`config.mk`:
```
export PLATFORM = sky130hd
export DESIGN_NAME = vram_wait_precharge_transfer_ctrl
export DESIGN_NICKNAME = d
export VERILOG_FILES = /design/src/vram_ctrl_pkg.sv /design/src/vram_wait_precharge_transfer_ctrl.sv /design/src/prech_counter.sv
export SDC_FILE = /design/constraint.sdc
export NUM_CORES = 1
export LEC_CHECK = 0
export BUFFER_PORTS_ARGS = -buffer_cell sky130_fd_sc_hd__buf_4
export CAP_MARGIN = 20
export CORE_MARGIN = 5
export CORE_UTILIZATION = 49
export CTS_CLUSTER_SIZE = 12
export DETAILED_ROUTE_END_ITERATION = 8
export PLACE_DENSITY_LB_ADDON = 0.08
export SYNTH_ARGS = -nofsm -noshare
export SYNTH_HDL_FRONTEND = slang
export SYNTH_SLANG_ARGS = --single-unit
export TNS_END_PERCENT = 20
```
`constraint.sdc`:
```
create_clock -name hclk -period 6.7 [get_ports hclk]
set_clock_uncertainty 0.1 [all_clocks]
set_input_delay 0.67 -clock hclk [delete_from_list [all_inputs] [get_ports hclk]]
set_output_delay 0.67 -clock hclk [all_outputs]
set_load 0.01 [all_outputs]
```
`src/vram_ctrl_pkg.sv`:
```
// Purpose: shared constants and types for the vram wait/precharge/transfer block
// Assumes: single 100 MHz clock, ahb-lite register access
// Notes:   edge counts are clock edges of hclk
package vram_ctrl_pkg;

    // register byte offsets
    localparam logic [7:0] CFG_OFFSET    = 8'h00;
    localparam logic [7:0] STATUS_OFFSET = 8'h04;
    localparam int         ADDR_LSB      = 0;
    localparam int         ADDR_MSB      = 7;

    // configuration field positions
    localparam int CFG_PRECH_LO  = 0;
    localparam int CFG_PRECH_HI  = 1;
    localparam int CFG_EXTRA_SEL = 2;
    localparam int CFG_ACK_STYLE = 3;
    localparam int CFG_BASE_LSB  = 4;
    localparam int CFG_BASE_MSB  = 5;
    localparam int CFG_HALF      = 6;
    localparam int CFG_COL_EXT   = 7;

    localparam logic [7:0] CFG_RESET = 8'h10;

    // precharge / refresh low edge counts per select code
    localparam logic [2:0] PRECH_EDGES_0 = 3'h2;
    localparam logic [2:0] PRECH_EDGES_1 = 3'h3;
    localparam logic [2:0] PRECH_EDGES_2 = 3'h3;
    localparam logic [2:0] PRECH_EDGES_3 = 3'h4;
    localparam logic [2:0] RLOW_EDGES_0  = 3'h2;
    localparam logic [2:0] RLOW_EDGES_1  = 3'h2;
    localparam logic [2:0] RLOW_EDGES_2  = 3'h3;
    localparam logic [2:0] RLOW_EDGES_3  = 3'h4;

    // extension edges chosen by the extra edge bit
    localparam logic [3:0] EXTRA_ONE = 4'h1;
    localparam logic [3:0] EXTRA_TWO = 4'h2;

    // transfer enable cut-off in rising edges after strobe assertion
    localparam logic [2:0] XFER_EDGES = 3'h4;

    localparam logic [1:0] HTRANS_NONSEQ = 2'h2;
    localparam logic [1:0] HTRANS_SEQ    = 2'h3;
    localparam logic       HRESP_OKAY    = 1'b0;

    typedef struct packed {
        logic        hsel;
        logic [31:0] haddr;
        logic [1:0]  htrans;
        logic        hwrite;
        logic [2:0]  hsize;
        logic [31:0] hwdata;
        logic        hready;
    } ahb_req_t;

    typedef struct packed {
        logic [31:0] hrdata;
        logic        hreadyout;
        logic        hresp;
    } ahb_rsp_t;

    typedef enum logic [2:0] {
        ST_IDLE    = 3'b001,
        ST_ACCESS  = 3'b010,
        ST_REFRESH = 3'b100
    } cyc_state_t;

endpackage

```
`src/vram_wait_precharge_transfer_ctrl.sv`:
```
// Purpose: wait extension, per-bank precharge, refresh low time and
//          shift-register transfer sequencing of a video ram controller
// Assumes: all inputs synchronous to hclk; hclk locked to the shift clock
// Notes:   configuration is loaded by an ahb write to the cfg register

module vram_wait_precharge_transfer_ctrl #(
    parameter int NUM_BANKS = 4
) (
    input  wire logic                      hclk,
    input  wire logic                      hresetn,
    input  vram_ctrl_pkg::ahb_req_t        ahb_req,
    output vram_ctrl_pkg::ahb_rsp_t        ahb_rsp,
    input  wire logic                      address_strobe_n,
    input  wire logic                      access_request_n,
    input  wire logic [1:0]                bank_sel,
    input  wire logic                      wait_extend_in,
    input  wire logic                      page_restart,
    input  wire logic                      refresh_request,
    input  wire logic                      second_port_request,
    input  wire logic                      transfer_advance_request,
    input  wire logic                      transfer_start_strobe,
    input  wire logic                      column_extend_in_0,
    output logic [NUM_BANKS-1:0]           ras_n,
    output logic                           data_ack_out_n,
    output logic                           transfer_output_enable,
    output logic                           port_a_busy,
    output logic                           second_port_grant
);
    import vram_ctrl_pkg::*;

    if (NUM_BANKS < 1 || NUM_BANKS > 4) begin : g_chk
        $error("NUM_BANKS must be 1 to 4");
    end

    // packed msb first, so the field order mirrors the register layout
    typedef struct packed {
        logic                 col_extend_cfg;
        logic                 half_cycle;
        logic [1:0]           base_edges;
        logic                 ack_style_select_bit;
        logic                 extra_edge_select_bit;
        logic                 precharge_select_bit_hi;
        logic                 precharge_select_bit_lo;
    } cfg_t;

    typedef struct packed {
        cfg_t                 cfg;
        logic                 dp_valid;
        logic                 dp_write;
        logic [7:0]           dp_addr;
        logic [31:0]          rdata;
        cyc_state_t           state;
        logic [1:0]           bank;
        logic [NUM_BANKS-1:0] ras_n;
        logic [3:0]           wait_cnt;
        logic                 extend_seen;
        logic [2:0]           rlow_cnt;
        logic                 adv_busy;
        logic                 xfer_seen;
        logic [2:0]           xfer_cnt;
        logic                 grant_b;
    } state_t;

    state_t s_reg;
    state_t s_next;

    logic [NUM_BANKS-1:0] prech_start;
    logic [NUM_BANKS-1:0] prech_ready;
    logic [2:0]           prech_target;
    logic [2:0]           rlow_target;
    logic [3:0]           wait_target;
    logic                 pos_done;
    logic                 half_done;
    logic                 wait_done;
    logic                 xfer_en;
    logic                 xfer_cycle;
    logic                 waiting;
    logic                 cycle_active;
    logic                 take;
    logic                 access_req;
    logic                 ref_req;
    logic [7:0]           status_val;

    // precharge and refresh low figures from the two select bits
    always_comb begin
        case ({s_reg.cfg.precharge_select_bit_hi, s_reg.cfg.precharge_select_bit_lo})
            2'h0: begin
                prech_target = PRECH_EDGES_0;
                rlow_target  = RLOW_EDGES_0;
            end
            2'h1: begin
                prech_target = PRECH_EDGES_1;
                rlow_target  = RLOW_EDGES_1;
            end
            2'h2: begin
                prech_target = PRECH_EDGES_2;
                rlow_target  = RLOW_EDGES_2;
            end
            default: begin
                prech_target = PRECH_EDGES_3;
                rlow_target  = RLOW_EDGES_3;
            end
        endcase
    end

    // one counter per row strobe, so interleaved banks never wait on each other
    for (genvar b = 0; b < NUM_BANKS; b++) begin : g_bank
        prech_counter #(
            .W (3)
        ) u_prech (
            .hclk    (hclk),
            .hresetn (hresetn),
            .start   (prech_start[b]),
            .target  (prech_target),
            .ready   (prech_ready[b])
        );
    end

    // wait target: programmed edges plus extension edges while extended
    always_comb begin
        wait_target = {2'h0, s_reg.cfg.base_edges};
        if (s_reg.extend_seen || wait_extend_in) begin
            wait_target = wait_target + (s_reg.cfg.extra_edge_select_bit ?
                          EXTRA_TWO : EXTRA_ONE);
        end
    end

    assign pos_done = (s_reg.state == ST_ACCESS) && (s_reg.wait_cnt >= wait_target);

    // half-cycle term lands on the falling edge after the positive edges
    always_ff @(negedge hclk or negedge hresetn) begin
        if (!hresetn) begin
            half_done <= 1'b0;
        end else begin
            half_done <= pos_done;
        end
    end

    assign wait_done = pos_done && (!s_reg.cfg.half_cycle || half_done);

    // transfer enable is combinational so the strobe acts at once
    assign xfer_en = transfer_start_strobe &&
                     (!s_reg.cfg.col_extend_cfg || s_reg.xfer_cnt < XFER_EDGES);
    // no shift clock input: transfers behave alike with it running or idle
    assign xfer_cycle = transfer_start_strobe || s_reg.xfer_seen;

    assign access_req = !address_strobe_n && !access_request_n;
    assign ref_req    = refresh_request && !s_reg.adv_busy;

    // ras may only start for a bank whose own counter has run out
    assign take = (s_reg.state == ST_IDLE) && access_req && !s_reg.grant_b &&
                  prech_ready[bank_sel[$clog2(NUM_BANKS > 1 ? NUM_BANKS : 2)-1:0]];

    assign port_a_busy = s_reg.adv_busy || (s_reg.state == ST_ACCESS) ||
                         (!address_strobe_n && !s_reg.grant_b);

    // main sequencing of accesses, refreshes and transfers
    always_comb begin
        s_next      = s_reg;
        prech_start = '0;

        // ahb address phase capture
        if (ahb_req.hready) begin
            s_next.dp_valid = ahb_req.hsel && (ahb_req.htrans == HTRANS_NONSEQ ||
                              ahb_req.htrans == HTRANS_SEQ);
            s_next.dp_write = ahb_req.hwrite;
            s_next.dp_addr  = ahb_req.haddr[ADDR_MSB:ADDR_LSB];
        end
        // write data phase is the programming sequence
        if (s_reg.dp_valid && s_reg.dp_write && s_reg.dp_addr == CFG_OFFSET) begin
            s_next.cfg.precharge_select_bit_lo = ahb_req.hwdata[CFG_PRECH_LO];
            s_next.cfg.precharge_select_bit_hi = ahb_req.hwdata[CFG_PRECH_HI];
            s_next.cfg.extra_edge_select_bit   = ahb_req.hwdata[CFG_EXTRA_SEL];
            s_next.cfg.ack_style_select_bit    = ahb_req.hwdata[CFG_ACK_STYLE];
            s_next.cfg.base_edges = ahb_req.hwdata[CFG_BASE_MSB:CFG_BASE_LSB];
            s_next.cfg.half_cycle              = ahb_req.hwdata[CFG_HALF];
            s_next.cfg.col_extend_cfg          = column_extend_in_0;
        end
        // read data prepared in the address phase, registered for the data phase
        s_next.rdata = '0;
        if (ahb_req.hready && ahb_req.hsel && !ahb_req.hwrite) begin
            if (ahb_req.haddr[ADDR_MSB:ADDR_LSB] == CFG_OFFSET) begin
                s_next.rdata[7:0] = s_reg.cfg;
            end else if (ahb_req.haddr[ADDR_MSB:ADDR_LSB] == STATUS_OFFSET) begin
                s_next.rdata[7:0]  = status_val;
                s_next.rdata[11:8] = 4'(prech_ready);
            end
        end

        // advance request holds the port until the shift load ends
        if (transfer_advance_request) begin
            s_next.adv_busy = 1'b1;
        end else if (s_reg.xfer_seen && !transfer_start_strobe) begin
            s_next.adv_busy = 1'b0;
        end
        s_next.xfer_seen = transfer_start_strobe;
        if (!transfer_start_strobe) begin
            s_next.xfer_cnt = '0;
        end else if (s_reg.xfer_cnt < XFER_EDGES) begin
            s_next.xfer_cnt = s_reg.xfer_cnt + 3'h1;
        end

        // second port served only when idle with no advance hold or port a request; a refresh starting on the same edge is not held off
        s_next.grant_b = second_port_request && !s_reg.adv_busy &&
                         s_reg.state == ST_IDLE && !access_req;

        case (s_reg.state)
            ST_IDLE: begin
                if (take) begin
                    s_next.state       = ST_ACCESS;
                    s_next.bank        = bank_sel;
                    s_next.ras_n[bank_sel] = 1'b0;
                    s_next.wait_cnt    = '0;
                    s_next.extend_seen = wait_extend_in;
                end else if (ref_req && !access_req && !s_reg.grant_b &&
                             &prech_ready) begin
                    s_next.state    = ST_REFRESH;
                    s_next.ras_n    = '0;
                    s_next.rlow_cnt = '0;
                end
            end
            ST_ACCESS: begin
                if (access_request_n) begin
                    s_next.state = ST_IDLE;
                    s_next.ras_n = '1;
                    prech_start[s_reg.bank] = 1'b1;
                end else if (page_restart) begin
                    s_next.wait_cnt    = '0;
                    s_next.extend_seen = wait_extend_in;
                end else begin
                    if (s_reg.wait_cnt < wait_target) begin
                        s_next.wait_cnt = s_reg.wait_cnt + 4'h1;
                    end
                    s_next.extend_seen = s_reg.extend_seen || wait_extend_in;
                end
            end
            ST_REFRESH: begin
                s_next.rlow_cnt = s_reg.rlow_cnt + 3'h1;
                if (s_next.rlow_cnt >= rlow_target) begin
                    s_next.state = ST_IDLE;
                    s_next.ras_n = '1;
                    prech_start  = '1;
                end
            end
            default: begin
                s_next.state = ST_IDLE;
                s_next.ras_n = '1;
            end
        endcase
    end

    always_ff @(posedge hclk or negedge hresetn) begin
        if (!hresetn) begin
            s_reg          <= '0;
            s_reg.cfg      <= CFG_RESET;
            s_reg.state    <= ST_IDLE;
            s_reg.ras_n    <= '1;
        end else begin
            s_reg <= s_next;
        end
    end

    // status: state bits, transfer and busy flags
    assign status_val = {s_reg.state, s_reg.adv_busy, xfer_en,
                         s_reg.grant_b, s_reg.bank};

    // waiting: counting wait edges, blocked start, or transfer in progress
    always_comb begin
        if (xfer_cycle) begin
            waiting      = xfer_en;
            cycle_active = transfer_start_strobe || s_reg.state == ST_ACCESS;
        end else begin
            waiting      = (s_reg.state == ST_ACCESS && !wait_done) ||
                           (s_reg.state != ST_ACCESS && !address_strobe_n);
            cycle_active = s_reg.state == ST_ACCESS || !address_strobe_n;
        end
    end

    // wait style is low while waiting; ack style is low once done
    assign data_ack_out_n = s_reg.cfg.ack_style_select_bit ?
                            !(cycle_active && !waiting) : !waiting;

    // with column extend off this is simply the strobe level
    assign transfer_output_enable = xfer_en;
    assign ras_n             = s_reg.ras_n;
    assign second_port_grant = s_reg.grant_b;

    assign ahb_rsp.hrdata    = s_reg.rdata;
    assign ahb_rsp.hreadyout = 1'b1;
    assign ahb_rsp.hresp     = HRESP_OKAY;
endmodule

```
`src/prech_counter.sv`:
```
// Purpose: one positive-edge precharge counter for one row strobe
// Assumes: start pulses on the edge that sees the row strobe end
// Notes:   resets to ready so the first access is never held
module prech_counter #(
    parameter int W = 3
) (
    input  wire logic         hclk,
    input  wire logic         hresetn,
    input  wire logic         start,
    input  wire logic [W-1:0] target,
    output logic              ready
);
    import vram_ctrl_pkg::*;

    typedef struct packed {
        logic [W-1:0] cnt;
    } pc_state_t;

    pc_state_t s_reg;
    pc_state_t s_next;

    // the start edge itself is the first counted edge
    always_comb begin
        s_next = s_reg;
        if (start) begin
            s_next.cnt = W'(1);
        end else if (s_reg.cnt < target) begin
            s_next.cnt = s_reg.cnt + W'(1);
        end
    end

    always_ff @(posedge hclk or negedge hresetn) begin
        if (!hresetn) begin
            s_reg <= '1;
        end else begin
            s_reg <= s_next;
        end
    end

    assign ready = (s_reg.cnt >= target) && !start;
endmodule

```
# Yosys cells after proc, flatten, opt, wreduce, memory -nomap -nowiden
# Cells that the tools add are included.
# word_totals
register_bits,66
in_bits,85
# classes
mux,50
eq_ne,18
reduce_logical,74
n_addsub,8
order_cmp,16
bitwise,2
# ops
op,n
2-to-1 mux 3 bit,17
2-to-1 mux 4 bit,8
logical AND 1 bit,30
2-to-1 mux 12 bit,2
"adder 3 x 1 -> 3 bit, second input constant",6
one-hot mux 3 bit (2 select lines),3
zero test 1 bit,16
zero test 8 bit,2
>= comparator 3 bit,5
2-to-1 mux 5 bit,3
nonzero test 2 bit,7
less-than comparator 3 bit,4
one-hot mux 4 bit (3 select lines),1
logical OR 1 bit,10
"!= test 2 bit, second input constant",5
one-hot mux 5 bit (2 select lines),1
one-hot mux 3 bit (3 select lines),1
AND reduction 3 bit,3
"equality test 8 x 3 -> 1 bit, second input constant",1
2-to-1 mux 1 bit,8
2-to-1 mux 8 bit,1
one-hot mux 4 bit (2 select lines),1
AND reduction 4 bit,2
"equality test 2 bit, second input constant",3
22 further kinds,28

# Depth between registers and ports, before layout
# depth
word_depth,14
ltp_mapped,14
mapped_depth_nobuf,13

# Modules after synthesis
# From an unflattened synthesis, not the netlist that was laid out.
# unflattened
hier_cells,366
area_unflattened_um2,3865.0
# modules_own_cells
module,cells_each,instances,area_each_um2
vram_wait_precharge_transfer_ctrl,266,1,2904.0
prech_counter,25,4,240.2

==> flow_summary_export.csv <==
group,metric,value,unit
logic_synthesis,synth_cell_types,59,
detailed_routing,drc_errors,0,
final_layout,largest_reg_flops,36,
final_layout,multi_input_area,1961,sq um
final_layout,final_common_cell,"buf_4",
floorplan,die_h,99.76,um
clock_network,clk_latency,0.35,ns
place,io_buffer_count,51,
logic_synthesis,netlist_area,3948,sq um
status,status,"complete, no violations",
detailed_routing,num_vias,2649,
power_and_ir_drop,leakage,2.140,nW
detailed_routing,ant_nets,0,
clock_network,cts_resized,0,
final_layout,drive_gt1_share,28.57,%
final_layout,fin_area,4472,sq um
sta,relSlewSlack,45.89,%
worst_setup_path,end_kind,"register",
final_layout,final_cell_mix,"buf_4, dfrtp_1, nor2_1",
floorplan,rows,32,
final_layout,finalNetCount,528,
place,post-dp-hpwl,5911,um
clock_network,clockBufferDepth,2,
clock_network,numCtsBuffers,9,
detailed_routing,drtIter0Drc,118,
sta,slew_violations,0,
logic_synthesis,async_flop_share,100.0,%
final_layout,seq_area,1674,sq um
detailed_routing,wirelength,7732,um
sta,grt_setup_unrepaired,"false",
detailed_routing,post_drt_wl_per_cell,14.81,um
logic_synthesis,synth_warnings,0,
logic_synthesis,synth_seq_area_share,42.41,%
sta,tns,0,ns
sta,whs,0.3961,ns
clock_network,cts_hold_buf,0,
grt,grt_pass1_vias,2680,
worst_hold_path,hold_depth,1,
logic_synthesis,syn_inst,376,
logic_synthesis,avgSynthCellArea,10.50,sq um
power_and_ir_drop,power.density,357.7,nW/um^2
worst_setup_path,path_max_fanout,5,
worst_setup_path,reg2reg_depth,8,
worst_setup_path,critPathBufInv,0,
detailed_routing,routed_via_density,5.075,
logic_synthesis,synth_seq_cells,66,
clock_network,cts_tree,"yes",
worst_setup_path,cp_data_arrival_time,2.57,ns
worst_setup_path,max_stage_delay,0.56,ns
floorplan,ios,127,
final_layout,final.fill_count,711,
worst_setup_path,path_delay_family,"adder cells",
grt,grt_antenna_before_repair,0,
grt,globalRouteTotalUtil,16.53,%
floorplan,die_w,99.76,um
logic_synthesis,synthFlopType,"dfrtp_1",
floorplan,core-area,7767,sq um
place,place_area,4224,sq um
worst_setup_path,path_cells,"ha_1, fa_1, mux2i_1, ha_1, nor2b_1, o21ai_0, and2_1, a21oi_1",
clock_network,cts-htree-levels,3,
worst_hold_path,min_path_type,"in2reg",
clock_network,path_clk_slew,0.07,ns
sta,tightest_slew,0.8116,ns
sta,hold_violations,0,
clock_network,cts_sinks,66,
floorplan,initial_core_util,50.82,%
floorplan,die_area,9951,sq um
worst_setup_path,critPathLaunchType,"register",
place,post-place-ws,0.8587,ns
sta,fin_ws,0.8416,ns
place,gp_congestion,0.7751,
clock_network,root_buffer,"clkbuf_8",
job,drv_cap,0,
grt,grt-ovfl-total,0,
grt,grt_pass1_wl,12970,um
detailed_routing,dr.pass1.iters,4,
final_layout,synthToLayoutAreaGrowth,13.28,%
final_layout,antenna_cells,0,
worst_setup_path,critical_path.slowest_cell,"dfstp_2",
clock_network,postCtsSetupRepairBufs,0,
worst_setup_path,required,3.41,ns
worst_setup_path,crit_cells,8,
power_and_ir_drop,ir_drop,0.1605,mV
worst_setup_path,cp_common_cell,"ha_1",
logic_synthesis,synth_edf_count,0,
grt,grt_max_degree,66,
worst_setup_path,crit_type,"reg2reg",
sta,finalSetupViolCount,0,
synthesized netlist by cell type, types with 2 or more instances:
cell	n	area share (%)
dfrtp_1	47	30
nor2_1	40	3.8
buf_4	38	7.2
ha_1	27	8.6
mux2_2	19	5.4
dfstp_2	18	12
inv_1	18	1.7
nand2b_1	17	2.7
mux2i_1	15	3.8
o21ai_0	13	1.6
a21oi_1	12	1.5
nand2_1	11	1.0
nor3_1	9	1.1
xnor2_1	9	2.0
nor2b_1	8	1.3
a21o_1	7	1.3
and3_1	4	0.63
nand4_1	4	0.63
clkbuf_1	3	0.29
nand3b_1	3	0.57
nor3b_1	3	0.57
o21a_1	3	0.57
o22ai_2	3	0.95
or4_1	3	0.57
a211oi_1	2	0.38
a31o_1	2	0.44
a31oi_1	2	0.32
and2_1	2	0.32
conb_1	2	0.19
or3b_2	2	0.44
xor2_1	2	0.44
worst register-to-register path, stage by stage (launching register included):
cell,delay (ns)
dfstp_2,0.56
ha_1,0.17
fa_1,0.40
mux2i_1,0.15
ha_1,0.26
nor2b_1,0.14
o21ai_0,0.18
and2_1,0.25
a21oi_1,0.12
logic make-up after synthesis:
logic type	share of synthesized area, %
other	0.1902
xor gates and xnor gates	3.011
adders and majority gates	9.065
AOI/OAI and AO/OA	10.46
muxes	9.223
buffers and inverters	9.825
DFF	42.41
and+or+nand+nor	15.82
final timing paths:
check,from,endpoint,slack (ns)
worst max register to register,s_reg[69],half_done,0.84
worst max-delay path,s_reg[69],half_done,0.84
worst min register to register,s_reg[61],s_reg[61],0.41
max in group asynchronous,hresetn,half_done,3.11
min in group asynchronous,hresetn,ahb_rsp[10],0.44
worst min-delay path,transfer_start_strobe,s_reg[4],0.40
power by group:
part / internal, W / total [W] / switching (W)
clock network: 0.000250 / 0.000416 / 0.000166
logic: 0.000290 / 0.000594 / 0.000304
registers: 0.000519 / 0.000590 / 0.0000710
through the flow:
| step | total power [W] | utilization (%) | std cells |
|---|---|---|---|
| 3_3_place_gp | 0.001176 | 54.38 | 506 |
| 4_1_cts | 0.001619 | 57.57 | 522 |
| 2_1_floorplan | 0.001075 | - | 396 |
| 3_5_place_dp | 0.001196 | 54.38 | 506 |
| 5_1_grt | 0.001722 | 57.57 | 522 |
| 6_report | 0.001600 | 57.57 | 522 |
layer usage:
layer  wire length, um  up-vias  GRT usage (%)
li1                  -     1318              -
met1              3550     1269          21.55
met2              3674       51          26.53
met3               355       11          3.647
met4               151        0          6.933
met5                 0        -              0
final cells by class:
type	count	share of cell area, %
timing repair buffer	52	8.730
inverter	19	1.595
clock inverter	7	2.770
multi-input combinational	267	43.84
clock buffer	9	2.770
tap	102	2.854
sequential	66	37.44
(Power assumes the default switching activity.)
